**src/rtl/irq_flag_cfg.svh**
```systemverilog
/*
 * constants of the interrupt flag block: register offsets, bit positions,
 * reset values and fixed figures of the instruction cycle.
 * assumes inclusion by bare name from any file that needs it.
 */
`ifndef IRQ_FLAG_CFG_SVH
`define IRQ_FLAG_CFG_SVH

// word offsets on the register bus (byte addresses)
`define OFS_IRQ_CONTROL 8'h00
`define OFS_OPTION 8'h04
`define OFS_TIMER_COUNT 8'h08
`define OFS_UPPER_IO_PORT 8'h0C
`define OFS_EVENT_STATUS 8'h10
`define OFS_EVENT_MASK 8'h14
`define OFS_WAKE_STATE 8'h18

// irq_control_reg fields
`define BIT_PORT_CHANGE_FLAG 0
`define BIT_EXT_PIN_IRQ_FLAG 1
`define BIT_TIMER_OVERFLOW_FLAG 2
`define BIT_PORT_CHANGE_ENABLE 3
`define BIT_EXT_PIN_IRQ_ENABLE 4
`define BIT_TIMER_OVERFLOW_ENABLE 5
`define BIT_GLOBAL_IRQ_ENABLE 7

// option register field
`define BIT_EDGE_POLARITY_SELECT 6

// event status and mask fields
`define EV_EXT_EDGE 0
`define EV_TIMER_OVERFLOW 1
`define EV_PORT_CHANGE 2
`define EV_WAKE 3

// reset values
`define RST_IRQ_CONTROL 8'h00
`define RST_OPTION 8'hFF
`define RST_TIMER_COUNT 8'h00
`define RST_EVENT 4'h0

// fixed figures
`define TIMER_MAX 8'hFF
`define IRQ_VECTOR_ADDR 13'h0004
`define CLKS_PER_PHASE 8'h01

`endif

```
**src/rtl/irq_flag_pkg.sv**
```systemverilog
/*
 * types shared by the interrupt flag block.
 * assumes nothing of its surroundings.
 */
package irq_flag_pkg;

    // quarter phases of the instruction cycle, one-hot
    typedef enum logic [3:0] {
        PH_Q1 = 4'h1,
        PH_Q2 = 4'h2,
        PH_Q3 = 4'h4,
        PH_Q4 = 4'h8
    } phase_e;

    // sleep and wake sequence, one-hot
    typedef enum logic [3:0] {
        ST_RUN = 4'h1,
        ST_SLEEP = 4'h2,
        ST_EXEC = 4'h4,
        ST_VECTOR = 4'h8
    } wake_state_e;

endpackage

```
**src/rtl/level_edge_watch.sv**
```systemverilog
/*
 * remembers the last value of a group of levels and reports rising and
 * falling edges per bit.
 * assumes inputs synchronous to the clock.
 */
`timescale 1ns/1ps

module level_edge_watch #(
    parameter int WIDTH = 1
) (
    input wire logic i_clock,
    input wire logic i_nrst,
    input wire logic [WIDTH-1:0] i_level,
    output logic [WIDTH-1:0] o_rise,
    output logic [WIDTH-1:0] o_fall
);

    initial begin
        if (WIDTH < 1) begin
            $error("level_edge_watch: WIDTH must be at least one");
        end
    end

    logic [WIDTH-1:0] last_reg;

    // previous sample
    always_ff @(posedge i_clock or negedge i_nrst) begin
        if (!i_nrst) begin
            last_reg <= '0;
        end else begin
            last_reg <= i_level;
        end
    end

    // edges against previous sample
    assign o_rise = i_level & ~last_reg;
    assign o_fall = ~i_level & last_reg;

endmodule

```
**src/rtl/peripheral_irq_flag_logic.sv**
```systemverilog
/*
 * interrupt flag and enable logic for three sources: external pin edge,
 * 8-bit timer overflow and change on the upper four port pins, with sleep
 * wake-up and vectoring, reached over a classic wishbone slave.
 * assumes pins synchronous to i_clock and a core that answers o_wake and
 * o_vector_load.
 */
// Notes on behaviour
// - the pin edge that counts is rising when polarity select is one, else falling.
// - a valid pin edge sets the external pin flag, bit 1 of the control register.
// - a cleared external pin enable (bit 4) keeps that source off the request.
// - a pin edge wakes from sleep only if its enable was set at sleep entry.
// - after a wake the vector is taken only with global enable set.
// - with global enable, one instruction runs after wake, then the vector 0004h loads.
// - the timer rolling from FFh to 00h sets the overflow flag, bit 2.
// - the overflow enable, bit 5, gates the timer request.
// - a level change on port pins 7..4 sets the port change flag, bit 0.
// - the port change enable, bit 3, gates the port request.
// - a change during a port read, Q2 up to Q3, may be missed.
// - the external pin flag is set only during Q4 or Q1.
`timescale 1ns/1ps
`include "irq_flag_cfg.svh"

module peripheral_irq_flag_logic #(
    parameter int ADR_WIDTH = 8
) (
    input wire logic i_clock,
    input wire logic i_nrst,
    input wire logic i_wb_cyc,
    input wire logic i_wb_stb,
    input wire logic i_wb_we,
    input wire logic [ADR_WIDTH-1:0] i_wb_adr,
    input wire logic [3:0] i_wb_sel,
    input wire logic [31:0] i_wb_dat,
    output logic o_wb_ack,
    output logic [31:0] o_wb_dat,
    input wire logic i_ext_irq_pin,
    input wire logic [3:0] i_upper_io_port,
    input wire logic i_sleep,
    output logic o_int_request,
    output logic o_wake,
    output logic o_vector_load,
    output logic [12:0] o_vector_addr,
    output logic o_irq
);

    initial begin
        if (ADR_WIDTH < 8) begin
            $error("peripheral_irq_flag_logic: ADR_WIDTH must be at least 8");
        end
    end

    logic ack_reg;
    logic [31:0] rdat_reg;
    logic [7:0] ctl_reg;
    logic [7:0] opt_reg;
    logic [7:0] timer_count;
    logic [3:0] port_latch_reg;
    logic read_pend_reg;
    logic pend_edge_reg;
    logic [3:0] status_reg;
    logic [3:0] mask_reg;
    logic snap_ext_en_reg;
    logic int_req_reg;
    logic wake_reg;
    logic vec_reg;
    logic irq_reg;
    irq_flag_pkg::wake_state_e state_reg;
    irq_flag_pkg::wake_state_e state_next;
    logic q1;
    logic q2;
    logic q3;
    logic q4;
    logic pin_rise;
    logic pin_fall;
    logic sleep_rise;
    logic unused_sleep_fall;

    // quarter phase enables
    quad_phase_gen u_phase (
        .i_clock(i_clock),
        .i_nrst(i_nrst),
        .o_q1(q1),
        .o_q2(q2),
        .o_q3(q3),
        .o_q4(q4)
    );

    // pin and sleep edges
    level_edge_watch #(.WIDTH(2)) u_edges (
        .i_clock(i_clock),
        .i_nrst(i_nrst),
        .i_level({i_sleep, i_ext_irq_pin}),
        .o_rise({sleep_rise, pin_rise}),
        .o_fall({unused_sleep_fall, pin_fall})
    );

    // bus decode
    wire [7:0] adr = i_wb_adr[7:0];
    wire upper_zero = (i_wb_adr >> 8) == '0;
    wire access = i_wb_cyc && i_wb_stb && !ack_reg;
    wire wr = access && i_wb_we && i_wb_sel[0] && upper_zero;
    wire rd = access && !i_wb_we && upper_zero;
    wire wr_ctl = wr && (adr == `OFS_IRQ_CONTROL);
    wire wr_opt = wr && (adr == `OFS_OPTION);
    wire wr_tmr = wr && (adr == `OFS_TIMER_COUNT);
    wire wr_stat = wr && (adr == `OFS_EVENT_STATUS);
    wire wr_mask = wr && (adr == `OFS_EVENT_MASK);
    wire rd_port = rd && (adr == `OFS_UPPER_IO_PORT);
    wire [7:0] wd = i_wb_dat[7:0];

    // read data selection, unmapped reads as zero
    wire [7:0] rmux =
        (adr == `OFS_IRQ_CONTROL) ? ctl_reg :
        (adr == `OFS_OPTION) ? opt_reg :
        (adr == `OFS_TIMER_COUNT) ? timer_count :
        (adr == `OFS_UPPER_IO_PORT) ? {i_upper_io_port, 4'h0} :
        (adr == `OFS_EVENT_STATUS) ? {4'h0, status_reg} :
        (adr == `OFS_EVENT_MASK) ? {4'h0, mask_reg} :
        (adr == `OFS_WAKE_STATE) ? {4'h0, state_reg} : 8'h00;

    // external pin edge: polarity select picks the edge, flag set in Q4/Q1
    wire polarity = opt_reg[`BIT_EDGE_POLARITY_SELECT];
    wire valid_edge = polarity ? pin_rise : pin_fall;
    wire ext_window = q4 || q1;
    wire ext_set = pend_edge_reg && ext_window;
    wire pend_next = valid_edge || (pend_edge_reg && !ext_window);

    // timer ticks once per instruction cycle, held in sleep
    wire tick = q4 && (state_reg != irq_flag_pkg::ST_SLEEP);
    wire tmr_ovf = tick && (timer_count == `TIMER_MAX);

    // port change against the latch, blind while a read lands in Q2
    wire read_window = read_pend_reg && q2;
    wire port_set = (i_upper_io_port != port_latch_reg) && !read_window;

    // flag set wins over a firmware clear
    wire [2:0] flag_set;
    assign flag_set[`BIT_PORT_CHANGE_FLAG] = port_set;
    assign flag_set[`BIT_EXT_PIN_IRQ_FLAG] = ext_set;
    assign flag_set[`BIT_TIMER_OVERFLOW_FLAG] = tmr_ovf;
    wire [2:0] flag_keep = wr_ctl ? wd[2:0] : ctl_reg[2:0];
    wire [7:0] ctl_next = wr_ctl ? {wd[7:3], flag_set | flag_keep}
                                 : {ctl_reg[7:3], flag_set | flag_keep};

    // combined request: each flag gated by its own enable
    wire port_req = ctl_reg[`BIT_PORT_CHANGE_FLAG] && ctl_reg[`BIT_PORT_CHANGE_ENABLE];
    wire ext_req = ctl_reg[`BIT_EXT_PIN_IRQ_FLAG] && ctl_reg[`BIT_EXT_PIN_IRQ_ENABLE];
    wire tmr_req = ctl_reg[`BIT_TIMER_OVERFLOW_FLAG]
                   && ctl_reg[`BIT_TIMER_OVERFLOW_ENABLE];
    wire combined = port_req || ext_req || tmr_req;
    wire global_irq_enable = ctl_reg[`BIT_GLOBAL_IRQ_ENABLE];

    // wake: pin source uses the enable captured at sleep entry
    wire ext_wake = ctl_reg[`BIT_EXT_PIN_IRQ_FLAG] && snap_ext_en_reg;
    wire wake_cond = ext_wake || port_req || tmr_req;
    wire vec_go = (state_reg == irq_flag_pkg::ST_EXEC) && q4 && global_irq_enable;

    // sleep and wake sequence
    always_comb begin
        case (state_reg)
            irq_flag_pkg::ST_RUN:
                state_next = sleep_rise ? irq_flag_pkg::ST_SLEEP : irq_flag_pkg::ST_RUN;
            irq_flag_pkg::ST_SLEEP:
                state_next = wake_cond ? irq_flag_pkg::ST_EXEC : irq_flag_pkg::ST_SLEEP;
            irq_flag_pkg::ST_EXEC: begin
                // next instruction completes at Q4, then vector or carry on
                if (q4) begin
                    state_next = global_irq_enable ? irq_flag_pkg::ST_VECTOR : irq_flag_pkg::ST_RUN;
                end else begin
                    state_next = irq_flag_pkg::ST_EXEC;
                end
            end
            default: state_next = irq_flag_pkg::ST_RUN;
        endcase
    end
    wire wake_pulse = (state_reg == irq_flag_pkg::ST_SLEEP) && wake_cond;

    // event status, set wins over write-one-to-clear
    wire [3:0] ev_set = {wake_pulse, port_set, tmr_ovf, ext_set};
    wire [3:0] status_next = ev_set | (status_reg & ~(wr_stat ? wd[3:0] : 4'h0));

    // bus slave: ack one cycle after the request, dropped the next
    always_ff @(posedge i_clock or negedge i_nrst) begin
        if (!i_nrst) begin
            ack_reg <= 1'b0;
            rdat_reg <= 32'h0000_0000;
        end else begin
            ack_reg <= access;
            rdat_reg <= rd ? {24'h00_0000, rmux} : 32'h0000_0000;
        end
    end

    // control, option, mask and timer registers
    always_ff @(posedge i_clock or negedge i_nrst) begin
        if (!i_nrst) begin
            ctl_reg <= `RST_IRQ_CONTROL;
            opt_reg <= `RST_OPTION;
            mask_reg <= `RST_EVENT;
            status_reg <= `RST_EVENT;
            timer_count <= `RST_TIMER_COUNT;
        end else begin
            ctl_reg <= ctl_next;
            opt_reg <= wr_opt ? wd : opt_reg;
            mask_reg <= wr_mask ? wd[3:0] : mask_reg;
            status_reg <= status_next;
            timer_count <= wr_tmr ? wd : (tick ? timer_count + 8'h01 : timer_count);
        end
    end

    // pin edge pending and port read latch
    always_ff @(posedge i_clock or negedge i_nrst) begin
        if (!i_nrst) begin
            pend_edge_reg <= 1'b0;
            read_pend_reg <= 1'b0;
            port_latch_reg <= 4'h0;
        end else begin
            pend_edge_reg <= pend_next;
            read_pend_reg <= rd_port || (read_pend_reg && !q2);
            port_latch_reg <= read_window ? i_upper_io_port : port_latch_reg;
        end
    end

    // wake sequence and registered outputs
    always_ff @(posedge i_clock or negedge i_nrst) begin
        if (!i_nrst) begin
            state_reg <= irq_flag_pkg::ST_RUN;
            snap_ext_en_reg <= 1'b0;
            int_req_reg <= 1'b0;
            wake_reg <= 1'b0;
            vec_reg <= 1'b0;
            irq_reg <= 1'b0;
        end else begin
            state_reg <= state_next;
            if (state_reg == irq_flag_pkg::ST_RUN && sleep_rise) begin
                snap_ext_en_reg <= ctl_reg[`BIT_EXT_PIN_IRQ_ENABLE];
            end
            int_req_reg <= combined && global_irq_enable;
            wake_reg <= wake_pulse;
            vec_reg <= vec_go;
            irq_reg <= |(status_next & mask_reg);
        end
    end

    assign o_wb_ack = ack_reg;
    assign o_wb_dat = rdat_reg;
    assign o_int_request = int_req_reg;
    assign o_wake = wake_reg;
    assign o_vector_load = vec_reg;
    assign o_vector_addr = `IRQ_VECTOR_ADDR;
    assign o_irq = irq_reg;
endmodule

```
**src/rtl/quad_phase_gen.sv**
```systemverilog
/*
 * divider that walks the four quarter phases of the instruction cycle and
 * gives one enable per phase.
 * assumes a single free-running clock and an asynchronous active-low reset.
 */
`timescale 1ns/1ps
`include "irq_flag_cfg.svh"

module quad_phase_gen #(
    parameter logic [7:0] CLKS_PER_PHASE = `CLKS_PER_PHASE
) (
    input wire logic i_clock,
    input wire logic i_nrst,
    output logic o_q1,
    output logic o_q2,
    output logic o_q3,
    output logic o_q4
);

    initial begin
        if (CLKS_PER_PHASE == 8'h00) begin
            $error("quad_phase_gen: CLKS_PER_PHASE must be at least one");
        end
    end

    irq_flag_pkg::phase_e phase_reg;
    irq_flag_pkg::phase_e phase_next;
    logic [7:0] div_reg;
    wire step = (div_reg == CLKS_PER_PHASE - 8'h01);

    // rotate to the following quarter
    always_comb begin
        case (phase_reg)
            irq_flag_pkg::PH_Q1: phase_next = irq_flag_pkg::PH_Q2;
            irq_flag_pkg::PH_Q2: phase_next = irq_flag_pkg::PH_Q3;
            irq_flag_pkg::PH_Q3: phase_next = irq_flag_pkg::PH_Q4;
            default: phase_next = irq_flag_pkg::PH_Q1;
        endcase
    end

    // divider and phase register
    always_ff @(posedge i_clock or negedge i_nrst) begin
        if (!i_nrst) begin
            div_reg <= 8'h00;
            phase_reg <= irq_flag_pkg::PH_Q1;
        end else begin
            div_reg <= step ? 8'h00 : div_reg + 8'h01;
            if (step) begin
                phase_reg <= phase_next;
            end
        end
    end

    // enables last one clock each
    assign o_q1 = step && (phase_reg == irq_flag_pkg::PH_Q1);
    assign o_q2 = step && (phase_reg == irq_flag_pkg::PH_Q2);
    assign o_q3 = step && (phase_reg == irq_flag_pkg::PH_Q3);
    assign o_q4 = step && (phase_reg == irq_flag_pkg::PH_Q4);

endmodule
```
**config.mk**
```make
export PLATFORM = sky130hd
export DESIGN_NAME = peripheral_irq_flag_logic
export DESIGN_NICKNAME = d
export VERILOG_FILES = /design/src/rtl/irq_flag_pkg.sv /design/src/rtl/level_edge_watch.sv /design/src/rtl/peripheral_irq_flag_logic.sv /design/src/rtl/quad_phase_gen.sv
export VERILOG_INCLUDE_DIRS = /design/src /design/src/rtl
export SDC_FILE = /design/constraint.sdc
export NUM_CORES = 1
export LEC_CHECK = 0
export BUFFER_PORTS_ARGS = -buffer_cell sky130_fd_sc_hd__buf_2
export CORE_MARGIN = 8
export CORE_UTILIZATION = 30
export CTS_BUF_LIST = sky130_fd_sc_hd__clkbuf_8
export DETAILED_ROUTE_END_ITERATION = 10
export PLACE_DENSITY = 0.59
export RECOVER_POWER = 25
export SLEW_MARGIN = 20
export SYNTH_ARGS = -nofsm -noshare
export SYNTH_HDL_FRONTEND = slang
export SYNTH_SLANG_ARGS = --single-unit
```
**constraint.sdc**
```tcl
create_clock -name i_clock -period 1.8 [get_ports i_clock]
set_input_delay 0.09 -clock i_clock [delete_from_list [all_inputs] [get_ports i_clock]]
set_output_delay 0.09 -clock i_clock [all_outputs]
set_load 0.05 [all_outputs]
```
==> results of run 1 <==
## critical path, cell delays in order (launching register included)
cell and delay (ns):
dfrtp_1 0.39, inv_2 0.08, ha_4 0.13, nor4b_4 0.28
and4_1 0.30, o21ai_1 0.10, a22o_1 0.21, a221o_1 0.25
## metal layers
layer | part of all wire, % | vias up | routed length (um) | GRT usage (%)
met5 | 0 | - | 0 | 0
met4 | 1.1 | 0 | 100 | 3.22
met3 | 7.9 | 13 | 736 | 4.24
met2 | 47 | 101 | 4370 | 18.2
met1 | 44 | 1441 | 4080 | 14.7
li1 | - | 1371 | - | -
## power by group through the flow
stage	registers (uW)	clock network, uW	logic, uW
2_1_floorplan	1790	0	497
3_3_place_gp	1800	0	610
3_5_place_dp	1800	0	617
4_1_cts	1780	1090	645
5_1_grt	1790	1160	736
6_report	1780	1070	672
## final timing paths
path                                      end  cells after the start                from
worst max-delay path                    o_irq                      7  u_phase.div_reg[0]
worst min-delay path               ctl_reg[7]                      2         i_wb_dat[7]
worst max register to register          o_irq                      7  u_phase.div_reg[0]
worst min register to register  read_pend_reg                      2       read_pend_reg
max in group asynchronous          opt_reg[6]                      3              i_nrst
min in group asynchronous         o_wb_dat[1]                      2              i_nrst
## placed cells by master, fill, tap and decap left out, types with 4 or more instances in the layout
master / n
mux2i_1: 4
mux2_1: 10
clkbuf_8: 10
xnor2_1: 10
mux2_4: 6
o221ai_1: 4
xor2_1: 9
o21ai_0: 13
dfstp_2: 10
nand3_1: 16
buf_4: 47
conb_1: 37
nand4_1: 6
mux2_2: 10
nor3_1: 5
a21oi_1: 20
o211ai_1: 4
nand2b_1: 8
nor2_1: 14
a22o_1: 4
inv_1: 16
nor2b_1: 6
dlygate4sd3_1: 6
dfrtp_1: 59
nand2_1: 24
buf_2: 37
## final cells by class
type | count | share of cell area (%)
multi-input cells | 261 | 39.1
clock inverters | 5 | 0.454
clock buffers | 10 | 2.94
well taps | 168 | 4.49
inverters | 15 | 1.20
flip-flops and latches | 70 | 37.7
repair buffers | 97 | 14.2
## repair_timing
item | in CTS | in global routing
hold buffers | 5 | 1
endpoints found under the setup margin | 12 | 23
gates resized for setup | 8 | 21
pin swaps | 6 | 11
setup buffers | 3 | 6
hold endpoints to repair | 21 | 1
## cells by family (layout without fill, tap and decap cells)
kind of cell               Yosys count  after routing  share of synthesized area [%]
muxes                               30             30                           8.98
xor gates and xnor gates            19             19                           4.49
other                                2             37                          0.203
DFF                                 70             70                           47.6
buffers and inverters               63            127                           10.5
adders and majority gates            3              3                           1.01
AOI/OAI and AO/OA                   60             60                           10.8
and+or+nand+nor                    112            112                           16.4
## metrics by stage
stage / area (um2) / setup slack (ns) / hold WS (ns)
floorplan: 3890 / -0.0618 / -0.206
global placement: 4280 / -0.177 / 0.0445
detailed placement: 4280 / -0.185 / 0.0458
CTS: 4540 / -0.0649 / 0.00599
global route: 4690 / -0.126 / 0.00653
finish: 4690 / -0.0307 / 0.0196
==> reports/results.ini, run 1 <==
[yosys]
seq_area_frac_synth_pct=47.6
synth.top_cells.by_count=dfrtp_1 (60), buf_4 (37), nand2_1 (24), a21oi_1 (20), nand3_1 (20)
synth_top_cells_by_area=dfrtp_1 (40%), buf_4 (7.5%), dfstp_2 (7.1%)
synth_cell_types=53
synth_enable_flop_cells=0
synthesis.area_mm2=0.00371
syn_inst=359
synth_top_flop_cell=dfrtp_1
synth_area_per_cell_um2=10.3
synth_largest_area_cell=dfrtp_1
yosys.cell_count.top_type=dfrtp_1
synth.yosys.warnings=0
yosys_register_bits=70
ys_async_sr_fraction_pct=100
synth_largest_type_area_fraction_pct=40.5

[floorplan]
floorplan.core_area_mm2=0.0121
floorplan.io_pins=105
num_rows=40
die_area_mm2=0.0162
die_w_um=127
initial_utilization_pct=30.7
die_y_um=127

[global_routing]
initial_antenna_violation_count=0
grt.total_usage_pct=11.6
global_route.overflow_total=0
grt_max_degree=44
first_global_vias=2964
grt_first_pass_wirelength_um=15100

[sta]
worst_rel_slew_slack_pct=33.8
grt_setup_unrepaired=yes
report.final.setup_viol=4
finalHoldViolCount=0
tns_ns=-0.0670
highest_clock_rate_ghz=0.546
fin_crit_sh_pct=102
setup_ws_ns=-0.0307
finalMaxSlewViolations=0
finalWorstPathRequiredPeriod_ns=1.83
tightestPinTransition_ns=0.993
fin_skew_ns=0.00803

[route]
detailedRoute.firstIterationViolations=199
route.detailed.drc=0
postRouteAntennaNets=0
via_per_inst=4.67
detail_route.first_pass.iterations=4
routed-via-count=2926
detail_route.wl_per_cell_um=14.8
wirelength_um=9290

[placed_design]
hpwlAfterDp_um=7230
port_buffers=40
dp_cells=596
place_congestion=0.822

[power]
switchingPower_uw=1090
power.density_mw_per_mm2=750
power.combinational.fraction_pct=19.1
swShare_pct=31.1
power.share.sequential_pct=50.6
leakagePower_uw=0.00224
post-layout-total-power_uw=3510
irDropWorstVdd_mv=0.356
power_report.internal_total_uw=2420
pwr-share-clk_pct=30.3

[hold_path]
holdCritPathClass=input pin to register

[cells_and_area]
antenna_cells_inserted=0
layout-drive-gt1-share_pct=33.2
multi_input_comb_area_mm2=0.00183
instances_no_fill=626
fillers=1191
area.sequential_mm2=0.00177
synthToLayoutAreaGrowth_pct=26.4
fin_util_pct=38.8
nets=512

[worst_setup_path]
critPathKind=register to register
regToRegSetupSlack_ns=-0.03
worst-endpoint-arrival_ns=2.07
crit_path_end_kind=register
critical_path_required_ns=2.04
setup_crit_start_kind=register
critical_path.max_fanout=5

[clock_network]
worst_skew_pair.late_latency_ns=0.35
clockRootBuffer=clkbuf_8
cts_max_path_buffers=2
cts_max_level=3
cts_made_buffers=9
clock_sink_count=70
cts.clk_slew.worst_paths_ns=0.07
cts_tree=done

[job]
drv.max_cap_violation_count=0

[run_status]
outcome=finished with violations
violations=negative setup slack

(Power assumes the default switching activity.)
==> run 2: changes to the inputs <==
CORE_UTILIZATION = 45   (was 30)
PLACE_DENSITY = 0.79   (was 0.59)
==> run 2 against run 1 <==
Net effect:
- the flow still finishes with violations (negative setup slack)
- count of clock-buffer cells in the layout up 1
- worst setup slack worse by 0.071 ns
- routed wire length decreased by 2.7%
- fmax down 3.7%
- sequential power about the same
==> reports/results.ini, run 2 (synthesized netlist as in run 1, its figures left out) <==
[sta]
finalMaxSlewViolations=0
finalWorstPathRequiredPeriod_ns=1.90
fin_hold_ws_ns=0.00586
fin_crit_sh_pct=106
report.final.setup_viol=9
finalHoldViolCount=0
highest_clock_rate_ghz=0.526
grt_setup_unrepaired=yes
fin_skew_ns=0.00829
setup_ws_ns=-0.101
tightestPinTransition_ns=0.808
worst_rel_slew_slack_pct=46.1

[route]
route.detailed.drc=0
postRouteAntennaNets=0
routed-via-count=2916
detail_route.first_pass.iterations=4
wirelength_um=9040
detail_route.wl_per_cell_um=16.3
via_per_inst=5.24
detailedRoute.firstIterationViolations=218

[clock_network]
cts_max_level=3
cts_max_path_buffers=2
clock_sink_count=70
cts_made_buffers=9
cts_tree=done
cts.clk_slew.worst_paths_ns=0.07
worst_skew_pair.late_latency_ns=0.35
clockRootBuffer=clkbuf_8

[placed_design]
port_buffers=40
placement.cell_area_mm2=0.00419
place_congestion=0.899
hpwlAfterDp_um=6960

[global_routing]
grt.total_usage_pct=16.4
first_global_vias=3063
initial_antenna_violation_count=0
grt_max_degree=37
global_route.overflow_total=0
grt_first_pass_wirelength_um=14900

[worst_setup_path]
critPathKind=register to register
timing.rr.start=u_phase.div_reg[0]
critical_path_required_ns=2.03
regToRegSetupSlack_ns=-0.10
critical_path.max_fanout=6
reg2reg_depth=8
crit_path_end_kind=register
crit_path_top_delay_cell=dfrtp_1
worst-endpoint-arrival_ns=2.13
critical_path_buf_inv_count=2
crit_chain=inv_1 -> ha_1 -> nor4b_4 -> nand4_1 -> buf_4 -> nor3_2 -> xor2_1 -> mux2_1
cp_peak_stage_delay_ns=0.38
timing.critical_path.depth=8
path_delay_family=simple AND/OR/NAND/NOR gates
critical_path.reg2reg.endpoint=timer_count[5]
crit_end=timer_count[5]
setup_crit_start_kind=register
crit_start=u_phase.div_reg[0]

[floorplan]
die_y_um=107
die_w_um=107
initial_utilization_pct=45.8
floorplan.core_area_mm2=0.00809
floorplan.io_pins=105
die_area_mm2=0.0114
num_rows=33

[cells_and_area]
nets=504
layout-drive-gt1-share_pct=30.4
final_design_area_no_fill_mm2=0.00446
most_frequent_standard_cell_in_the_layout_excluding_fill_and_tap_cells=dfrtp_1
top_library_cells_by_usage_in_the_layout_fill_and_taps_aside=dfrtp_1 (59), buf_4 (41), buf_2 (39), conb_1 (37), nand2_1 (24)
synthToLayoutAreaGrowth_pct=20.4
antenna_cells_inserted=0

[power]
power.density_mw_per_mm2=801
leakagePower_uw=0.00217
irDropWorstVdd_mv=0.342

[hold_path]
worst_hold_depth=2
holdCritPathClass=input pin to register

[run_status]
outcome=finished with violations
violations=negative setup slack

[job]
drv.max_cap_violation_count=0

## run 2: per-layer routing
| metal | GRT usage [%] | wire length (um) |
|---|---|---|
| met3 | 3.30 | 602 |
| met5 | 0 | 0 |
| met1 | 19.2 | 3600 |
| met4 | 9.45 | 195 |
| met2 | 27.7 | 4650 |
## run 2: area by class of cell
cell class | count | area, um2
Inverter | 15 | 56.3
Clock buffer | 11 | 151
Timing Repair Buffer | 89 | 582
Clock inverter | 5 | 20.0
Tap cell | 105 | 131
Multi-Input combinational cell | 261 | 1760
Sequential cell | 70 | 1770
Fill cell | 692 | 3630
## run 2: where the power goes
group          total [uW]  leakage (uW)  internal, uW  switching [uW]
clock network        1110      0.000104           553             554
registers            1780      0.000878          1680             107
logic                 684       0.00119           241             443
total                3570       0.00217          2470            1100
## run 2: worst min path at each step
stage / endpoint / startpoint
floorplan: ctl_reg[0] / i_nrst
global placement: u_phase.div_reg[0] / i_nrst
detailed placement: u_phase.div_reg[0] / i_nrst
CTS: ctl_reg[6] / i_wb_dat[6]
global route: timer_count[6] / i_wb_dat[6]
finish: ctl_reg[6] / i_wb_dat[6]
## run 2: metrics by stage
stage / setup WS, ns / std cells / power (uW) / TNS (ns) / util, %
after floorplan: -0.0618 / 394 / 2280 / -0.197 / -
after global placement: -0.0717 / 532 / 2430 / -0.353 / 51.8
after detailed placement: -0.163 / 532 / 2460 / -0.739 / 51.8
after CTS: -0.0847 / 556 / 3580 / -0.441 / 55.1
after global routing: -0.216 / 556 / 3750 / -1.82 / 55.1
final: -0.101 / 556 / 3570 / -0.329 / 55.1
## run 2: timing repair
| action | CTS | global route |
|---|---|---|
| hold buffers | 6 | 0 |
| endpoints found under the hold margin | 50 | 0 |
| setup endpoints to repair | 11 | 19 |
| pin swaps | 2 | 0 |
| setup buffers | 2 | 0 |
| resized for setup | 5 | 5 |
| cloned | 0 | 0 |
